## src/rtl/pfg_pkg.sv

```systemverilog
package pfg_pkg;

    // ------------------------------------------------------------------
    // widths and pin positions
    // ------------------------------------------------------------------
    localparam int PFG_PF_W = 8;
    localparam int PFG_PG_W = 5;
    localparam int PFG_PF_TDI = 7;
    localparam int PFG_PF_TDO = 6;
    localparam int PFG_PF_TMS = 5;
    localparam int PFG_PF_TCK = 4;
    localparam int PFG_PF_SCAN_LO = 4;
    localparam int PFG_PG_TOSC_IN = 4;
    localparam int PFG_PG_TOSC_OUT = 3;
    localparam int PFG_PG_ALE = 2;
    localparam int PFG_PG_RD = 1;
    localparam int PFG_PG_WR = 0;

    // ------------------------------------------------------------------
    // reset values and timing
    // ------------------------------------------------------------------
    localparam logic [7:0] PFG_PF_RST = 8'h00;
    localparam logic [4:0] PFG_PG_RST = 5'h00;
    localparam logic PFG_BIT_RST = 1'b0;
    localparam int PFG_SYNC_STAGES = 2;

    // ------------------------------------------------------------------
    // override bundle for one pin
    // ------------------------------------------------------------------
    typedef struct packed {
        logic pullup_override_enable;
        logic pullup_override_value;
        logic direction_override_enable;
        logic direction_override_value;
        logic out_value_override_enable;
        logic out_value_override_value;
        logic input_gate_override_enable;
        logic input_gate_override_value;
    } pfg_ovr_t;

    // general-purpose settings for one pin
    typedef struct packed {
        logic port_bit;
        logic dir_bit;
        logic pull_up_disable;
    } pfg_gpio_t;

    // resolved pin control
    typedef struct packed {
        logic pullup_en;
        logic out_en;
        logic out_val;
        logic in_en;
    } pfg_pinctl_t;

    localparam pfg_ovr_t PFG_OVR_NONE = '0;

endpackage : pfg_pkg

```

## src/rtl/pfg_override.sv

```systemverilog
`timescale 1ns/100ps


module pfg_override
    import pfg_pkg::*;
#(
    parameter int PF_W = PFG_PF_W,
    parameter int PG_W = PFG_PG_W
) (
    // clock and reset
    input wire logic clk,
    input wire logic arst_n,
    // port F general-purpose settings
    input wire logic [PF_W-1:0] pf_port,
    input wire logic [PF_W-1:0] pf_dir,
    // port G general-purpose settings
    input wire logic [PG_W-1:0] pg_port,
    input wire logic [PG_W-1:0] pg_dir,
    // global configuration
    input wire logic pull_up_disable,
    input wire logic legacy_mode,
    input wire logic scan_port_enable,
    input wire logic async_timer_clock_select,
    input wire logic ext_mem_enable,
    // scan state machine handshake
    input wire logic tap_in_instruction_shift,
    input wire logic tap_in_data_shift,
    input wire logic scan_tdo,
    output logic scan_tdi_bit,
    output logic scan_tms_bit,
    output logic scan_tck_rise,
    output logic scan_tck_fall,
    // external memory strobes
    input wire logic ext_mem_latch,
    input wire logic ext_mem_read,
    input wire logic ext_mem_write,
    // port F pins
    input wire logic [PF_W-1:0] pf_pin_in,
    output logic [PF_W-1:0] pf_pin_out,
    output logic [PF_W-1:0] pf_pin_oe,
    output logic [PF_W-1:0] pf_pin_pullup,
    // port G pins
    input wire logic [PG_W-1:0] pg_pin_in,
    output logic [PG_W-1:0] pg_pin_out,
    output logic [PG_W-1:0] pg_pin_oe,
    output logic [PG_W-1:0] pg_pin_pullup,
    // analog and crystal links
    output logic [PF_W-1:0] analog_pin_link,
    output logic timer_crystal_in,
    output logic timer_crystal_out,
    // synchronised digital inputs
    output logic [PF_W-1:0] pf_in_sync,
    output logic [PG_W-1:0] pg_in_sync
);

    // ------------------------------------------------------------------
    // declarations
    // ------------------------------------------------------------------
    pfg_ovr_t pf_ovr [PF_W];
    pfg_ovr_t pg_ovr [PG_W];
    pfg_pinctl_t pf_ctl [PF_W];
    pfg_pinctl_t pg_ctl [PG_W];
    logic [PF_W-1:0] pf_meta_r;
    logic [PF_W-1:0] pf_sync_r;
    logic [PG_W-1:0] pg_meta_r;
    logic [PG_W-1:0] pg_sync_r;
    logic [PF_W-1:0] pf_in_r;
    logic [PG_W-1:0] pg_in_r;
    logic [PF_W-1:0] pf_in_nxt;
    logic [PG_W-1:0] pg_in_nxt;
    logic tck_prev_r;
    logic tck_now;
    logic tdi_r;
    logic tms_r;
    logic tdo_r;
    logic tdo_oe_r;
    logic tck_rise;
    logic tck_fall;
    logic scan_shifting;
    logic [PF_W-1:0] pf_dir_eff;
    logic [PG_W-1:0] pg_dir_eff;
    logic [PG_W-1:0] pg_port_eff;

    // ------------------------------------------------------------------
    // two-flop synchronisers on all pin inputs
    // ------------------------------------------------------------------

    // first stage only feeds the second
    always_ff @(posedge clk or negedge arst_n) begin
        if (!arst_n) begin
            pf_meta_r <= PFG_PF_RST;
            pf_sync_r <= PFG_PF_RST;
            pg_meta_r <= PFG_PG_RST;
            pg_sync_r <= PFG_PG_RST;
        end else begin
            pf_meta_r <= pf_pin_in;
            pf_sync_r <= pf_meta_r;
            pg_meta_r <= pg_pin_in;
            pg_sync_r <= pg_meta_r;
        end
    end

    // ------------------------------------------------------------------
    // scan clock edge finder
    // ------------------------------------------------------------------
    assign tck_now = pf_sync_r[PFG_PF_TCK];

    // previous scan clock level
    always_ff @(posedge clk or negedge arst_n) begin
        if (!arst_n) begin
            tck_prev_r <= PFG_BIT_RST;
        end else begin
            tck_prev_r <= tck_now;
        end
    end

    // edges only count while the scan port owns the pins
    assign tck_rise = scan_port_enable & tck_now & ~tck_prev_r;
    assign tck_fall = scan_port_enable & ~tck_now & tck_prev_r;
    assign scan_tck_rise = tck_rise;
    assign scan_tck_fall = tck_fall;

    // ------------------------------------------------------------------
    // scan data and mode capture on the rising scan clock
    // ------------------------------------------------------------------
    always_ff @(posedge clk or negedge arst_n) begin
        if (!arst_n) begin
            tdi_r <= PFG_BIT_RST;
            tms_r <= PFG_BIT_RST;
        end else if (tck_rise) begin
            tdi_r <= pf_sync_r[PFG_PF_TDI];
            tms_r <= pf_sync_r[PFG_PF_TMS];
        end
    end

    assign scan_tdi_bit = tdi_r;
    assign scan_tms_bit = tms_r;

    // ------------------------------------------------------------------
    // scan data out, launched on the falling scan clock
    // ------------------------------------------------------------------
    assign scan_shifting = tap_in_instruction_shift | tap_in_data_shift;

    // output bit and its driver enable change together on a falling edge; scan port off clears only the enable
    always_ff @(posedge clk or negedge arst_n) begin
        if (!arst_n) begin
            tdo_r <= PFG_BIT_RST;
            tdo_oe_r <= PFG_BIT_RST;
        end else if (!scan_port_enable) begin
            tdo_oe_r <= PFG_BIT_RST;
        end else if (tck_fall) begin
            tdo_r <= scan_tdo;
            tdo_oe_r <= scan_shifting;
        end
    end

    // ------------------------------------------------------------------
    // general-purpose settings after legacy masking
    // ------------------------------------------------------------------

    // legacy mode: port F input only, port G input only with its pull-ups off
    assign pf_dir_eff = legacy_mode ? '0 : pf_dir;
    assign pg_dir_eff = legacy_mode ? '0 : pg_dir;
    assign pg_port_eff = legacy_mode ? '0 : pg_port;

    // ------------------------------------------------------------------
    // port F override table
    // ------------------------------------------------------------------
    always_comb begin
        for (int i = 0; i < PF_W; i++) begin
            pf_ovr[i] = PFG_OVR_NONE;
        end
        for (int i = PFG_PF_SCAN_LO; i < PF_W; i++) begin
            pf_ovr[i].pullup_override_enable = scan_port_enable;
            pf_ovr[i].pullup_override_value = 1'b1;
            pf_ovr[i].direction_override_enable = scan_port_enable;
            pf_ovr[i].direction_override_value = 1'b0;
            pf_ovr[i].input_gate_override_enable = scan_port_enable;
            pf_ovr[i].input_gate_override_value = 1'b0;
        end
        // data out pin: no pull-up, driven only while shifting
        pf_ovr[PFG_PF_TDO].pullup_override_value = 1'b0;
        pf_ovr[PFG_PF_TDO].direction_override_value = tdo_oe_r;
        pf_ovr[PFG_PF_TDO].out_value_override_enable = scan_port_enable;
        pf_ovr[PFG_PF_TDO].out_value_override_value = tdo_r;
    end

    // ------------------------------------------------------------------
    // port G override table
    // ------------------------------------------------------------------
    always_comb begin
        for (int i = 0; i < PG_W; i++) begin
            pg_ovr[i] = PFG_OVR_NONE;
        end
        // crystal pins leave the port entirely
        for (int i = PFG_PG_TOSC_OUT; i <= PFG_PG_TOSC_IN; i++) begin
            pg_ovr[i].pullup_override_enable = async_timer_clock_select;
            pg_ovr[i].pullup_override_value = 1'b0;
            pg_ovr[i].direction_override_enable = async_timer_clock_select;
            pg_ovr[i].direction_override_value = 1'b0;
            pg_ovr[i].input_gate_override_enable = async_timer_clock_select;
            pg_ovr[i].input_gate_override_value = 1'b0;
        end
        // memory strobes are forced outputs
        for (int i = PFG_PG_WR; i <= PFG_PG_ALE; i++) begin
            pg_ovr[i].pullup_override_enable = ext_mem_enable;
            pg_ovr[i].pullup_override_value = 1'b0;
            pg_ovr[i].direction_override_enable = ext_mem_enable;
            pg_ovr[i].direction_override_value = 1'b1;
            pg_ovr[i].out_value_override_enable = ext_mem_enable;
        end
        pg_ovr[PFG_PG_ALE].out_value_override_value = ext_mem_latch;
        pg_ovr[PFG_PG_RD].out_value_override_value = ext_mem_read;
        pg_ovr[PFG_PG_WR].out_value_override_value = ext_mem_write;
    end

    // ------------------------------------------------------------------
    // per-pin muxes
    // ------------------------------------------------------------------
    for (genvar g = 0; g < PF_W; g++) begin : g_pf
        pfg_pin_mux u_mux (
            .gpio(pfg_gpio_t'{port_bit: pf_port[g], dir_bit: pf_dir_eff[g],
                    pull_up_disable: pull_up_disable}),
            .ovr(pf_ovr[g]),
            .ctl(pf_ctl[g])
        );
    end

    for (genvar g = 0; g < PG_W; g++) begin : g_pg
        pfg_pin_mux u_mux (
            .gpio(pfg_gpio_t'{port_bit: pg_port_eff[g], dir_bit: pg_dir_eff[g],
                    pull_up_disable: pull_up_disable | legacy_mode}),
            .ovr(pg_ovr[g]),
            .ctl(pg_ctl[g])
        );
    end

    // ------------------------------------------------------------------
    // pin drive; combinational so scan pull-ups hold through reset
    // ------------------------------------------------------------------
    always_comb begin
        for (int i = 0; i < PF_W; i++) begin
            pf_pin_out[i] = pf_ctl[i].out_val;
            pf_pin_oe[i] = pf_ctl[i].out_en & (~legacy_mode | scan_port_enable);
            pf_pin_pullup[i] = pf_ctl[i].pullup_en;
            pf_in_nxt[i] = pf_sync_r[i] & pf_ctl[i].in_en;
        end
        for (int i = 0; i < PG_W; i++) begin
            pg_pin_out[i] = pg_ctl[i].out_val;
            pg_pin_oe[i] = pg_ctl[i].out_en;
            pg_pin_pullup[i] = pg_ctl[i].pullup_en;
            pg_in_nxt[i] = pg_sync_r[i] & pg_ctl[i].in_en;
        end
    end

    // ------------------------------------------------------------------
    // gated digital input readback
    // ------------------------------------------------------------------
    always_ff @(posedge clk or negedge arst_n) begin
        if (!arst_n) begin
            pf_in_r <= PFG_PF_RST;
            pg_in_r <= PFG_PG_RST;
        end else begin
            pf_in_r <= pf_in_nxt;
            pg_in_r <= pg_in_nxt;
        end
    end

    assign pf_in_sync = pf_in_r;
    assign pg_in_sync = pg_in_r;

    // ------------------------------------------------------------------
    // analog paths: converter inputs and crystal amplifier
    // ------------------------------------------------------------------
    assign analog_pin_link = pf_pin_in;
    assign timer_crystal_in = async_timer_clock_select & pg_pin_in[PFG_PG_TOSC_IN];
    assign timer_crystal_out = async_timer_clock_select & pg_pin_in[PFG_PG_TOSC_OUT];

endmodule : pfg_override

```

## src/rtl/pfg_pin_mux.sv

```systemverilog
`timescale 1ns/100ps

module pfg_pin_mux
    import pfg_pkg::*;
(
    // general-purpose settings
    input wire pfg_gpio_t gpio,
    // alternate-function overrides
    input wire pfg_ovr_t ovr,
    // resolved pin control
    output pfg_pinctl_t ctl
);

    // --------------------------------------------------------------
    // per-attribute override select
    // --------------------------------------------------------------
    always_comb begin
        ctl.pullup_en = ovr.pullup_override_enable ? ovr.pullup_override_value :
            (gpio.port_bit & ~gpio.dir_bit & ~gpio.pull_up_disable);
        ctl.out_en = ovr.direction_override_enable ? ovr.direction_override_value :
            gpio.dir_bit;
        ctl.out_val = ovr.out_value_override_enable ? ovr.out_value_override_value :
            gpio.port_bit;
        ctl.in_en = ovr.input_gate_override_enable ? ovr.input_gate_override_value :
            1'b1;
    end

endmodule : pfg_pin_mux

```

## config.mk

```make
export PLATFORM = sky130hd
export DESIGN_NAME = pfg_override
export DESIGN_NICKNAME = d
export VERILOG_FILES = /design/src/rtl/pfg_pkg.sv /design/src/rtl/pfg_override.sv /design/src/rtl/pfg_pin_mux.sv
export SDC_FILE = /design/constraint.sdc
export NUM_CORES = 1
export LEC_CHECK = 0
export BUFFER_PORTS_ARGS = -buffer_cell sky130_fd_sc_hd__buf_2
export CELL_PAD_IN_SITES_DETAIL_PLACEMENT = 1
export CELL_PAD_IN_SITES_GLOBAL_PLACEMENT = 2
export CORE_MARGIN = 8
export CORE_UTILIZATION = 25
export CTS_CLUSTER_SIZE = 25
export DETAILED_ROUTE_END_ITERATION = 16
export MAX_ROUTING_LAYER = met4
export PLACE_DENSITY = 0.83
export SYNTH_ARGS = -nofsm -noshare
export SYNTH_HDL_FRONTEND = slang
export SYNTH_SLANG_ARGS = --single-unit
```

## constraint.sdc

```tcl
create_clock -name clk -period 1.8 [get_ports clk]
set_input_delay 0.36 -clock clk [delete_from_list [all_inputs] [get_ports clk]]
set_output_delay 0.36 -clock clk [all_outputs]
set_load 0.05 [all_outputs]
```

; ---- Word level (Yosys, flattened, before mapping)
; Cells that the tools add are included.
[word_totals]
wordCells = 109
out_inout_bits = 66
in_bits = 52
rom_bits = 0
regBits = 44
n_memories = 0
ramBits = 0
latchBits = 0
[classes]
mux = 29
order_cmp = 0
shifts = 0
add_sub_neg = 0
multipliers = 0
reduce_logical = 1
div_mod_pow = 0
eq_ne = 1
bitwise_logic = 67
[op_table]
columns = op, count
row1 = $and A1 B1 Y1, 46
row2 = $mux W1, 26
row3 = $not A1 Y1, 18
row4 = $mux W5, 2
row5 = $mux W8, 1
row6 = $or A1 B1 Y1, 3
row7 = $ne A2 B1 Y1 const B, 1
row8 = $reduce_and A2 Y1, 1

; ---- Logic depth before layout (Yosys ltp)
; Gate-level depths: netlist (run 1).
[depth]
word_depth = 5
depth_mapped = 3
ltp_nobuf = 2

; ---- Hierarchy
; From an unflattened synthesis (run 1), not the netlist that was laid out.
[unflattened]
hier_cells = 199
area_unflattened_um2 = 2190.9
[modules_own_cells]
columns = module, n_inst, seq_area_each_um2, cells_per_inst, area_per_inst_um2
row1 = pfg_override, 1, 1101.1, 108, 1540.2
row2 = pfg_pin_mux, 13, 0.0, 7, 50.0

; ---- Worst setup path after synthesis (run 1)
; Ideal clock, no wire load.
[synth_timing]
path_kind = input to output
from = in legacy_mode
to = out pf_pin_pullup[0]
stages = 3
path_slack_ps = -533
required_ps = 1440
arrival_ps = 1973
n_path_buf = 1
path_cell_list = buf_2 -> nor2b_1 -> nor3b_1
[synth_via]
elab_chain_len = 4
[synth_rtl]
columns = item, line_no
row1 = "start, declared", pfg_override.sv:21  ; input wire logic legacy_mode,
row2 = $mux W8, pfg_override.sv:162  ; assign pf_dir_eff = legacy_mode ? '0 : pf_dir;
row3 = $not A1 Y1, pfg_pin_mux.sv:19  ; (gpio.port_bit & ~gpio.dir_bit & ~gpio.pull_up_disable);
row4 = $and A1 B1 Y1 (2 in series), pfg_pin_mux.sv:19
row5 = "end, declared", pfg_override.sv:41  ; output logic [PF_W-1:0] pf_pin_pullup,
; Every way passes these cells.

; ---- Worst setup path in the final report (run 1)
[layout_timing]
from = in legacy_mode
to = out pg_pin_pullup[3]
[layout_via]
elab_chain_len = 5
elab_cells_between_ends = 8
cone_classes = mux (3) / bitwise (5)
[layout_rtl]
columns = item, line_no
row1 = $mux W5, pfg_override.sv:163  ; assign pg_dir_eff = legacy_mode ? '0 : pg_dir;
row2 = $not A1 Y1, pfg_pin_mux.sv:19
row3 = $and A1 B1 Y1, pfg_pin_mux.sv:19
row4 = $and A1 B1 Y1 (*), pfg_pin_mux.sv:19
row5 = $mux W1 (*), pfg_pin_mux.sv:18  ; ctl.pullup_en = ovr.pullup_override_enable ? ovr.pullup_override_value :
row6 = "end, declared", pfg_override.sv:46  ; output logic [PG_W-1:0] pg_pin_pullup,
; Mark *: on every way between the ends. The rest lies on a longest branch, timed or not.

==> metrics, run 1 <==
outcome completed; Final nets a little under 300; Hold-fix buffers, CTS 0; GR Util met2 approximately a fifth; CP Data Arrival Time 1400 ps; Core Area approximately 0.0066 mm²; fraction of layout cells with a size suffix above 1 between 60% and 70%; Worst Tran Pin Value ~600 ps; initial antenna violation count 0; WP data required between 1000 and 1500 ps; Die X about 98 µm; total gr overflow 0; met1 Use GR between 10 and 15%; DP HPWL between 4000 and 5000 µm; Worst setup SP type primary input; gr usage total 10.9%; M3 GR Usage around 2.0%; routed wire length between 5000 and 6000 µm; clk sink count 44; Final Hold Viols 0; Synth Cell Area 0.00168 mm²; Seq cells post-synth 44; Slew Limit Fails 0; flop-to-flop setup slack between 500 and 600 ps; CP endpoint kind output pin; number of flops mapped to enable cells by yosys 0; top-area cell type share of the netlist area ~66%; IO Count ~120; async set-or-reset flop fraction in the synthesized netlist 100%; maximum vdd drop around 0.00032 V; crit-path max FO 4; CTS Buf Count 5; Detailed Routing Iterations Pass 1 4; Mapped Cells 124; total die area around 0.0096 mm²; worst-case clock buffer depth 2; area leader, netlist dfrtp_1; Worst Skew roughly 4.6 ps; relative slew slack approximately 59%; syn_nets 176; antenna-violating nets left 0; Synth Flop Type dfrtp_1; HP Class in -> async; Yosys warning count 0; Core Rows 30; Clock Latency Late Sink approximately 280 ps; DR DRC count 0; via count roughly 1300; Post-Syn Area per Cell 13.5 µm²; Worst-path clk slew about 70 ps; vias in the first global route 1473; Post-synth top cells 44 x dfrtp_1, 15 x buf_4, 13 x nor2b_1, 9 x nor3b_1; Placement Setup Slack -38.9 ps; fin crit share between 90% and 100%; Initial Utilization around 25%; power per cell area 907 mW/mm²; postcts setup bufs 0; most frequent cell after synthesis dfrtp_1; maxcap violations 0; main area contributors after synthesis dfrtp_1 66%, buf_4 6.7%, nor2b_1 4.9%; drt via density 4.09; TritonCTS clock tree done; busiest grt layer met2; first-pass GRT wire length ~8000 µm; worst setup path class in -> out; routability cong. 0.748; Final TNS setup 0 ps; Iteration-0 DRC Markers 19; total power between 2000 and 2500 µW; leak pwr approximately 0.0013 µW; CTS Root Cell clkbuf_8; RSZ-0062 raised after global routing no; Worst Setup Slack, final around 40 ps; Final Critical Period 1760 ps; Yosys cell types 22; FMAX 568 MHz; Die Y around 100 µm; H-tree depth 2; Ant. Diodes 0; largest net degree at the start of global routing 30; wire length per cell 16.3 µm; Layout area overhead 45.7%; final setup fails 0; port buffer count roughly 120; sequential-to-total area share from yosys stat between 60% and 70%
## cells in the final DEF, fill, tap and decap left out, drive strengths merged
master,netlist,layout
or3,2,2
nand2,3,3
mux2,3,3
inv,3,3
o21ai,1,1
nor2b,13,13
nor3b,12,12
and2,5,5
or4b,1,1
clkinv,0,1
buf,18,124
and3b,1,1
dfrtp,44,44
a21o,3,3
clkbuf,0,6
a22o,3,3
a31o,3,3
o211a,1,1
nor2,2,2
nand3b,1,1
nand2b,5,5
## final cells by class
| class | instances | area (µm²) |
|---|---|---|
| tap | 80 | 100 |
| sequential | 44 | 1100 |
| clock buffer | 6 | 72.6 |
| multi-input combinational | 59 | 504 |
| fill | 773 | 4200 |
| timing repair buffer | 124 | 647 |
| clock inverter | 1 | 5.00 |
| inverter | 3 | 11.3 |
## stage by stage
stage               area (µm²)  utilization (%)  hold WS (ps)  std cells
finish                    2440             36.7          81.4        317
CTS                       2440             36.7          94.1        317
global placement          2350             35.4           331        310
global route              2440             36.7           125        317
detailed placement        2350             35.4           336        310
floorplan                 1740                -          64.4        124
## metal layers
layer	vias to the layer above	part of all wire, %	routed length (µm)
li1	618	-	-
met1	643	37	1920
met2	30	59	3040
met3	7	3.0	157
met4	0	1.1	59
met5	-	0	0
## power by group
| group | internal, µW | leakage [µW] | switching [µW] |
|---|---|---|---|
| registers | 1050 | 0.000522 | 19.4 |
| clock network | 264 | 0.0000410 | 298 |
| logic | 157 | 0.000748 | 428 |
| total | 1470 | 0.00131 | 746 |
## path summary, 6_finish.rpt
path	start	end	cells past startpoint
setup reg to reg	pf_sync_r[4]	tdo_oe_r	2
hold / removal	arst_n	pf_sync_r[3]	1
hold reg to reg	pf_sync_r[2]	pf_in_sync[2]	0
min in group clk	pg_pin_in[2]	pg_meta_r[2]	1
setup / recovery	legacy_mode	pg_pin_pullup[3]	4
max in group asynchronous	arst_n	tdo_oe_r	2
## sequential cells by signal (all words and copies together) (netlist names), 5 cells and up
name / count
pf_in_sync: 8
pg_meta_r: 5
pf_meta_r: 8
pg_in_sync: 5
pg_sync_r: 5
pf_sync_r: 8
## kinds of logic after synthesis
| group | synth area share, % |
|---|---|
| AND/OR/NAND/NOR | 18.6 |
| flip-flops | 65.7 |
| buffers and inverters | 8.29 |
| AO/OA/AOI/OAI | 5.38 |
| multiplexers | 2.02 |
## timing repair
action	CTS	global route
gates resized for setup	2	1
pin swaps	0	0
setup endpoints to repair	2	1
gates cloned	0	0
## critical path, cell delays in order
cell and delay [ps]:
buf_2 130, or3_1 470, nor3b_4 210, buf_4 220
Note: power is estimated with default switching activity, not from simulation.
==> inputs of run 2 (changes only) <==
CORE_MARGIN = default   (was 8)
clock period = 2.1 ns   (was 1.8 ns; I/O delays follow)
==> metrics, run 2 (same netlist as run 1, synthesis figures left out) <==
outcome finished, violations left (was completed); violated checks DRC; largest net degree at the start of global routing 24 (was 30); crit-path max FO 8 (was 4); Placement Setup Slack 216 ps (was -38.9 ps); reg2reg path depth 2 (unchanged); antenna-violating nets left 0 (unchanged); Worst-path clk slew 70 ps (about the same); flop-to-flop setup slack 890 ps (was 550 ps); initial antenna violation count 0 (unchanged); most frequent cells in the layout 117 x buf_2, 44 x dfrtp_1, 13 x nor2b_1, 10 x nor3b_2, 7 x clkbuf_8 (was 115 x buf_2, 44 x dfrtp_1, 12 x nor2b_1, 8 x buf_4); leak pwr 0.00128 µW (was 0.00131 µW); Max stage delay on crit path 410 ps (was 470 ps); via count 1260 (was 1298); final hold slack 91.0 ps (was 81.4 ps); maxcap violations 0 (unchanged); final setup fails 0 (unchanged); Core Rows 29 (was 30); H-tree depth 2 (unchanged); TritonCTS clock tree done (unchanged); CTS Buf Count 5 (unchanged); busiest grt layer met2 (unchanged); vias in the first global route 1297 (was 1473); fraction of layout cells with a size suffix above 1 61.6% (was 62.4%); DR DRC count 3 (was 0); WP data required 1680 ps (was 1440 ps); Clock Latency Late Sink 280 ps (about the same); gr usage total 12.7% (was 10.9%); worst r2r dst tdo_oe_r (unchanged); Final TNS setup 0 ps (unchanged); Layout Utilization 37.2% (was 36.7%); maximum vdd drop 0.000342 V (was 0.000316 V); routed wire length 4150 µm (was 5180 µm); post_cts resized 0 (was 2); worst setup path class in -> out (unchanged); M3 GR Usage 2.67% (was 1.99%); crit path buf inv count 2 (unchanged); Reg-to-Reg Start pf_sync_r[4] (unchanged); Hold-fix buffers, CTS 0 (unchanged); Slew Limit Fails 0 (unchanged); GR Util met2 21.6% (was 20.3%); first-pass GRT wire length 6580 µm (was 8000 µm); Iteration-0 DRC Markers 39 (was 19); postcts setup bufs 0 (unchanged); worst-case clock buffer depth 2 (unchanged); Die X 83.9 µm (was 97.9 µm); routability cong. 0.733 (was 0.748); Worst Tran Pin Value 497 ps (was 616 ps); CTS Root Cell clkbuf_8 (unchanged); HP Class in -> async (unchanged); fin crit share 89.8%; Initial Utilization 26.1% (was 25.2%); FILL cells 736 (was 773); CP Data Arrival Time 1470 ps (was 1400 ps); Core Area 0.00642 mm² (was 0.00664 mm²); total die area 0.00703 mm² (was 0.00958 mm²); relative slew slack 66.8% (was 58.9%); DP HPWL 3390 µm (was 4350 µm); cell family with the largest share of critical-path delay simple AND/OR/NAND/NOR gates (unchanged); Detailed Routing Iterations Pass 1 10 (was 4); port buffer count 117 (unchanged); Ant. Diodes 0 (unchanged); total gr overflow 0 (unchanged); DP Area 0.00229 mm² (was 0.00235 mm²); Worst setup SP type primary input (unchanged); clk sink count 44 (unchanged); IO Count 118 (unchanged); Layout area overhead 42.6% (was 45.7%); CP most frequent cell buf_2; Worst Skew 1.98 ps (was 4.64 ps); commonest non-fill, non-tap cell in the layout buf_2 (unchanged); power per cell area 816 mW/mm² (was 907 mW/mm²); wire length per cell 13.4 µm (was 16.3 µm); Slowest-stage cell, CP or3_1 (unchanged); CP endpoint kind output pin (unchanged); met1 Use GR 14.3% (was 11.2%); RSZ-0062 raised after global routing no (unchanged); Worst Setup Slack, final 213 ps (was 39.6 ps); design area 0.00239 mm² (was 0.00244 mm²); Die Y 83.9 µm (was 97.9 µm); FMAX about 530 MHz; drt via density 4.08 (was 4.09); worst-path cell chain buf_2 > or3_1 > nor3b_1 > buf_2 (was buf_2 > or3_1 > nor3b_4 > buf_4); Final nets 284 (was 289); Final Critical Period 1890 ps; Final Hold Viols 0 (unchanged)
-- run 2: metal layers --
layer,vias up,part of all wire [%]
met5,-,0
met2,34,55
met3,8,3.9
met1,609,40
met4,0,1.8
li1,609,-
-- run 2: how the worst max path moves through the flow --
stage | from | to | cells past startpoint
finish | legacy_mode | pg_pin_pullup[3] | 4
global route | legacy_mode | pg_pin_pullup[4] | 4
CTS | legacy_mode | pg_pin_pullup[3] | 4
detailed placement | pull_up_disable | pg_pin_pullup[1] | 4
global placement | legacy_mode | pg_pin_pullup[3] | 4
floorplan | legacy_mode | pg_pin_pullup[3] | 2
-- run 2: layout make-up --
type / count / area (µm²) / share of cell area (%)
inverter: 3 / 11.3 / 0.471
sequential: 44 / 1100 / 46.1
timing repair buffer: 119 / 613 / 25.7
tap: 77 / 96.3 / 4.03
clock buffer: 7 / 96.3 / 4.03
multi-input combinational: 59 / 470 / 19.7
-- run 2: where the power goes --
| part | switching, µW | internal [µW] |
|---|---|---|
| combinational | 357 | 128 |
| clock | 258 | 293 |
| sequential | 17.5 | 897 |
| total | 632 | 1320 |
-- run 2: per-stage QoR --
stage / cells / total power [µW]
final: 309 / 1950
after global routing: 309 / 2040
after CTS: 309 / 1980
after detailed placement: 302 / 1420
after global placement: 302 / 1420
after floorplan: 124 / 1280
==> inputs of run 3 (changes only) <==
clock period = 2.2 ns   (was 2.1 ns; I/O delays follow)
==> metrics, run 3 (same netlist as run 1, synthesis figures left out) <==
outcome finished, violations left (unchanged); violated checks DRC (unchanged); cell family with the largest share of critical-path delay simple AND/OR/NAND/NOR gates (unchanged); worst r2r dst tdo_oe_r (unchanged); drt via density 4.18 (was 4.08); post_cts resized 0 (unchanged); IO Count 118 (unchanged); Detailed Routing Iterations Pass 1 9 (was 10); first-pass GRT wire length 6260 µm (was 6580 µm); Core Area 0.00642 mm² (unchanged); via count 1296 (was 1260); routed wire length 3890 µm (was 4150 µm); flop-to-flop setup slack 980 ps (was 890 ps); worst-case clock buffer depth 2 (unchanged); maxcap violations 0 (unchanged); HP Class in -> async (unchanged); Worst setup SP type primary input (unchanged); FMAX a little over 500 MHz; DR DRC count 15 (was 3); CP most frequent cell buf_2 (unchanged); gr usage total 11.7% (was 12.7%); Reg-to-Reg Start pf_sync_r[4] (unchanged); port buffer count 117 (unchanged); fraction of layout cells with a size suffix above 1 61.4% (was 61.6%); antenna-violating nets left 0 (unchanged); M3 GR Usage 3.76% (was 2.67%); Ant. Diodes 0 (unchanged); reg2reg path depth 2 (unchanged); Slowest-stage cell, CP or3_1 (unchanged); Clock Latency Late Sink 290 ps (was 280 ps); WP depth 4 (unchanged); crit path buf inv count 2 (unchanged); CP Data Arrival Time 1510 ps (was 1470 ps); CTS Buf Count 5 (unchanged); met1 Use GR 12.1% (was 14.3%); Hold-fix buffers, CTS 0 (unchanged); postcts setup bufs 0 (unchanged); Core Rows 29 (unchanged); DP HPWL 3110 µm (was 3390 µm); RSZ-0062 raised after global routing no (unchanged); commonest non-fill, non-tap cell in the layout buf_2 (unchanged); total gr overflow 0 (unchanged); leak pwr 0.00128 µW (about the same); WP data required 1760 ps (was 1680 ps); busiest grt layer met2 (unchanged); total die area 0.00703 mm² (unchanged); most frequent cells in the layout 117 x buf_2, 44 x dfrtp_1, 13 x nor2b_1, 9 x nor3b_2 (was 117 x buf_2, 44 x dfrtp_1, 13 x nor2b_1, 10 x nor3b_2, 7 x clkbuf_8); Slew Limit Fails 0 (unchanged); final setup fails 0 (unchanged); crit-path max FO 9 (was 8); routability cong. 0.667 (was 0.733); largest net degree at the start of global routing 45 (was 24); Final Critical Period 1950 ps; final hold slack 206 ps (was 91.0 ps); Worst Tran Pin Value 544 ps (was 497 ps); maximum vdd drop 0.000504 V (was 0.000342 V); Layout area overhead 42.4% (was 42.6%); Initial Utilization 26.1% (unchanged); Die X 83.9 µm (unchanged); Final nets 284 (unchanged); GR Util met2 21.4% (was 21.6%); vias in the first global route 1354 (was 1297); fin crit share 88.8%; CTS Root Cell clkbuf_8 (unchanged); Worst-path clk slew 80 ps (was 70 ps); Worst Skew 5.30 ps (was 1.98 ps); worst setup path class in -> out (unchanged); TritonCTS clock tree done (unchanged); Die Y 83.9 µm (unchanged); power per cell area 808 mW/mm² (was 816 mW/mm²); wire length per cell 12.6 µm (was 13.4 µm); Final Hold Viols 0 (unchanged); relative slew slack 63.7% (was 66.8%); Iteration-0 DRC Markers 31 (was 39); H-tree depth 2 (unchanged); CP endpoint kind output pin (unchanged); Layout Utilization 37.2% (about the same); clk sink count 44 (unchanged); initial antenna violation count 0 (unchanged); worst-path cell chain buf_2 > or3_1 > nor3b_1 > buf_2 (unchanged); Max stage delay on crit path 410 ps (about the same)
run 3: worst max path at each step:
stage	start	endpoint	slack, ps
after floorplan	legacy_mode	pg_pin_pullup[3]	-240
after global placement	legacy_mode	pg_pin_pullup[4]	220
after detailed placement	legacy_mode	pg_pin_pullup[4]	230
after CTS	legacy_mode	pg_pin_pullup[4]	230
after global routing	legacy_mode	pg_pin_pullup[4]	160
final	legacy_mode	pg_pin_pullup[4]	250
run 3: metal layers:
metal,vias to the layer above,wire (µm)
met5,-,0
met4,0,20
met3,6,272
met2,61,2130
met1,623,1470
li1,606,-
run 3: final cells by class:
cell class	count	area, µm²
Sequential cell	44	1100
Multi-Input combinational cell	59	465
Inverter	3	11.3
Fill cell	747	4040
Timing Repair Buffer	119	601
Tap cell	77	96.3
Clock buffer	5	68.8
Clock inverter	3	42.5
run 3: power breakdown:
part	switching, µW	internal [µW]
combinational	337	119
sequential	16.1	856
clock	264	336
run 3: per-stage QoR:
step | setup slack (ps) | TNS (ps) | power (µW) | cell area, µm² | instances
finish | 247 | 0 | 1930 | 2390 | 310
global route | 164 | 0 | 2020 | 2390 | 310
CTS | 234 | 0 | 1960 | 2390 | 310
detailed placement | 235 | 0 | 1350 | 2270 | 302
global placement | 221 | 0 | 1340 | 2270 | 302
floorplan | -241 | -483 | 1220 | 1710 | 124
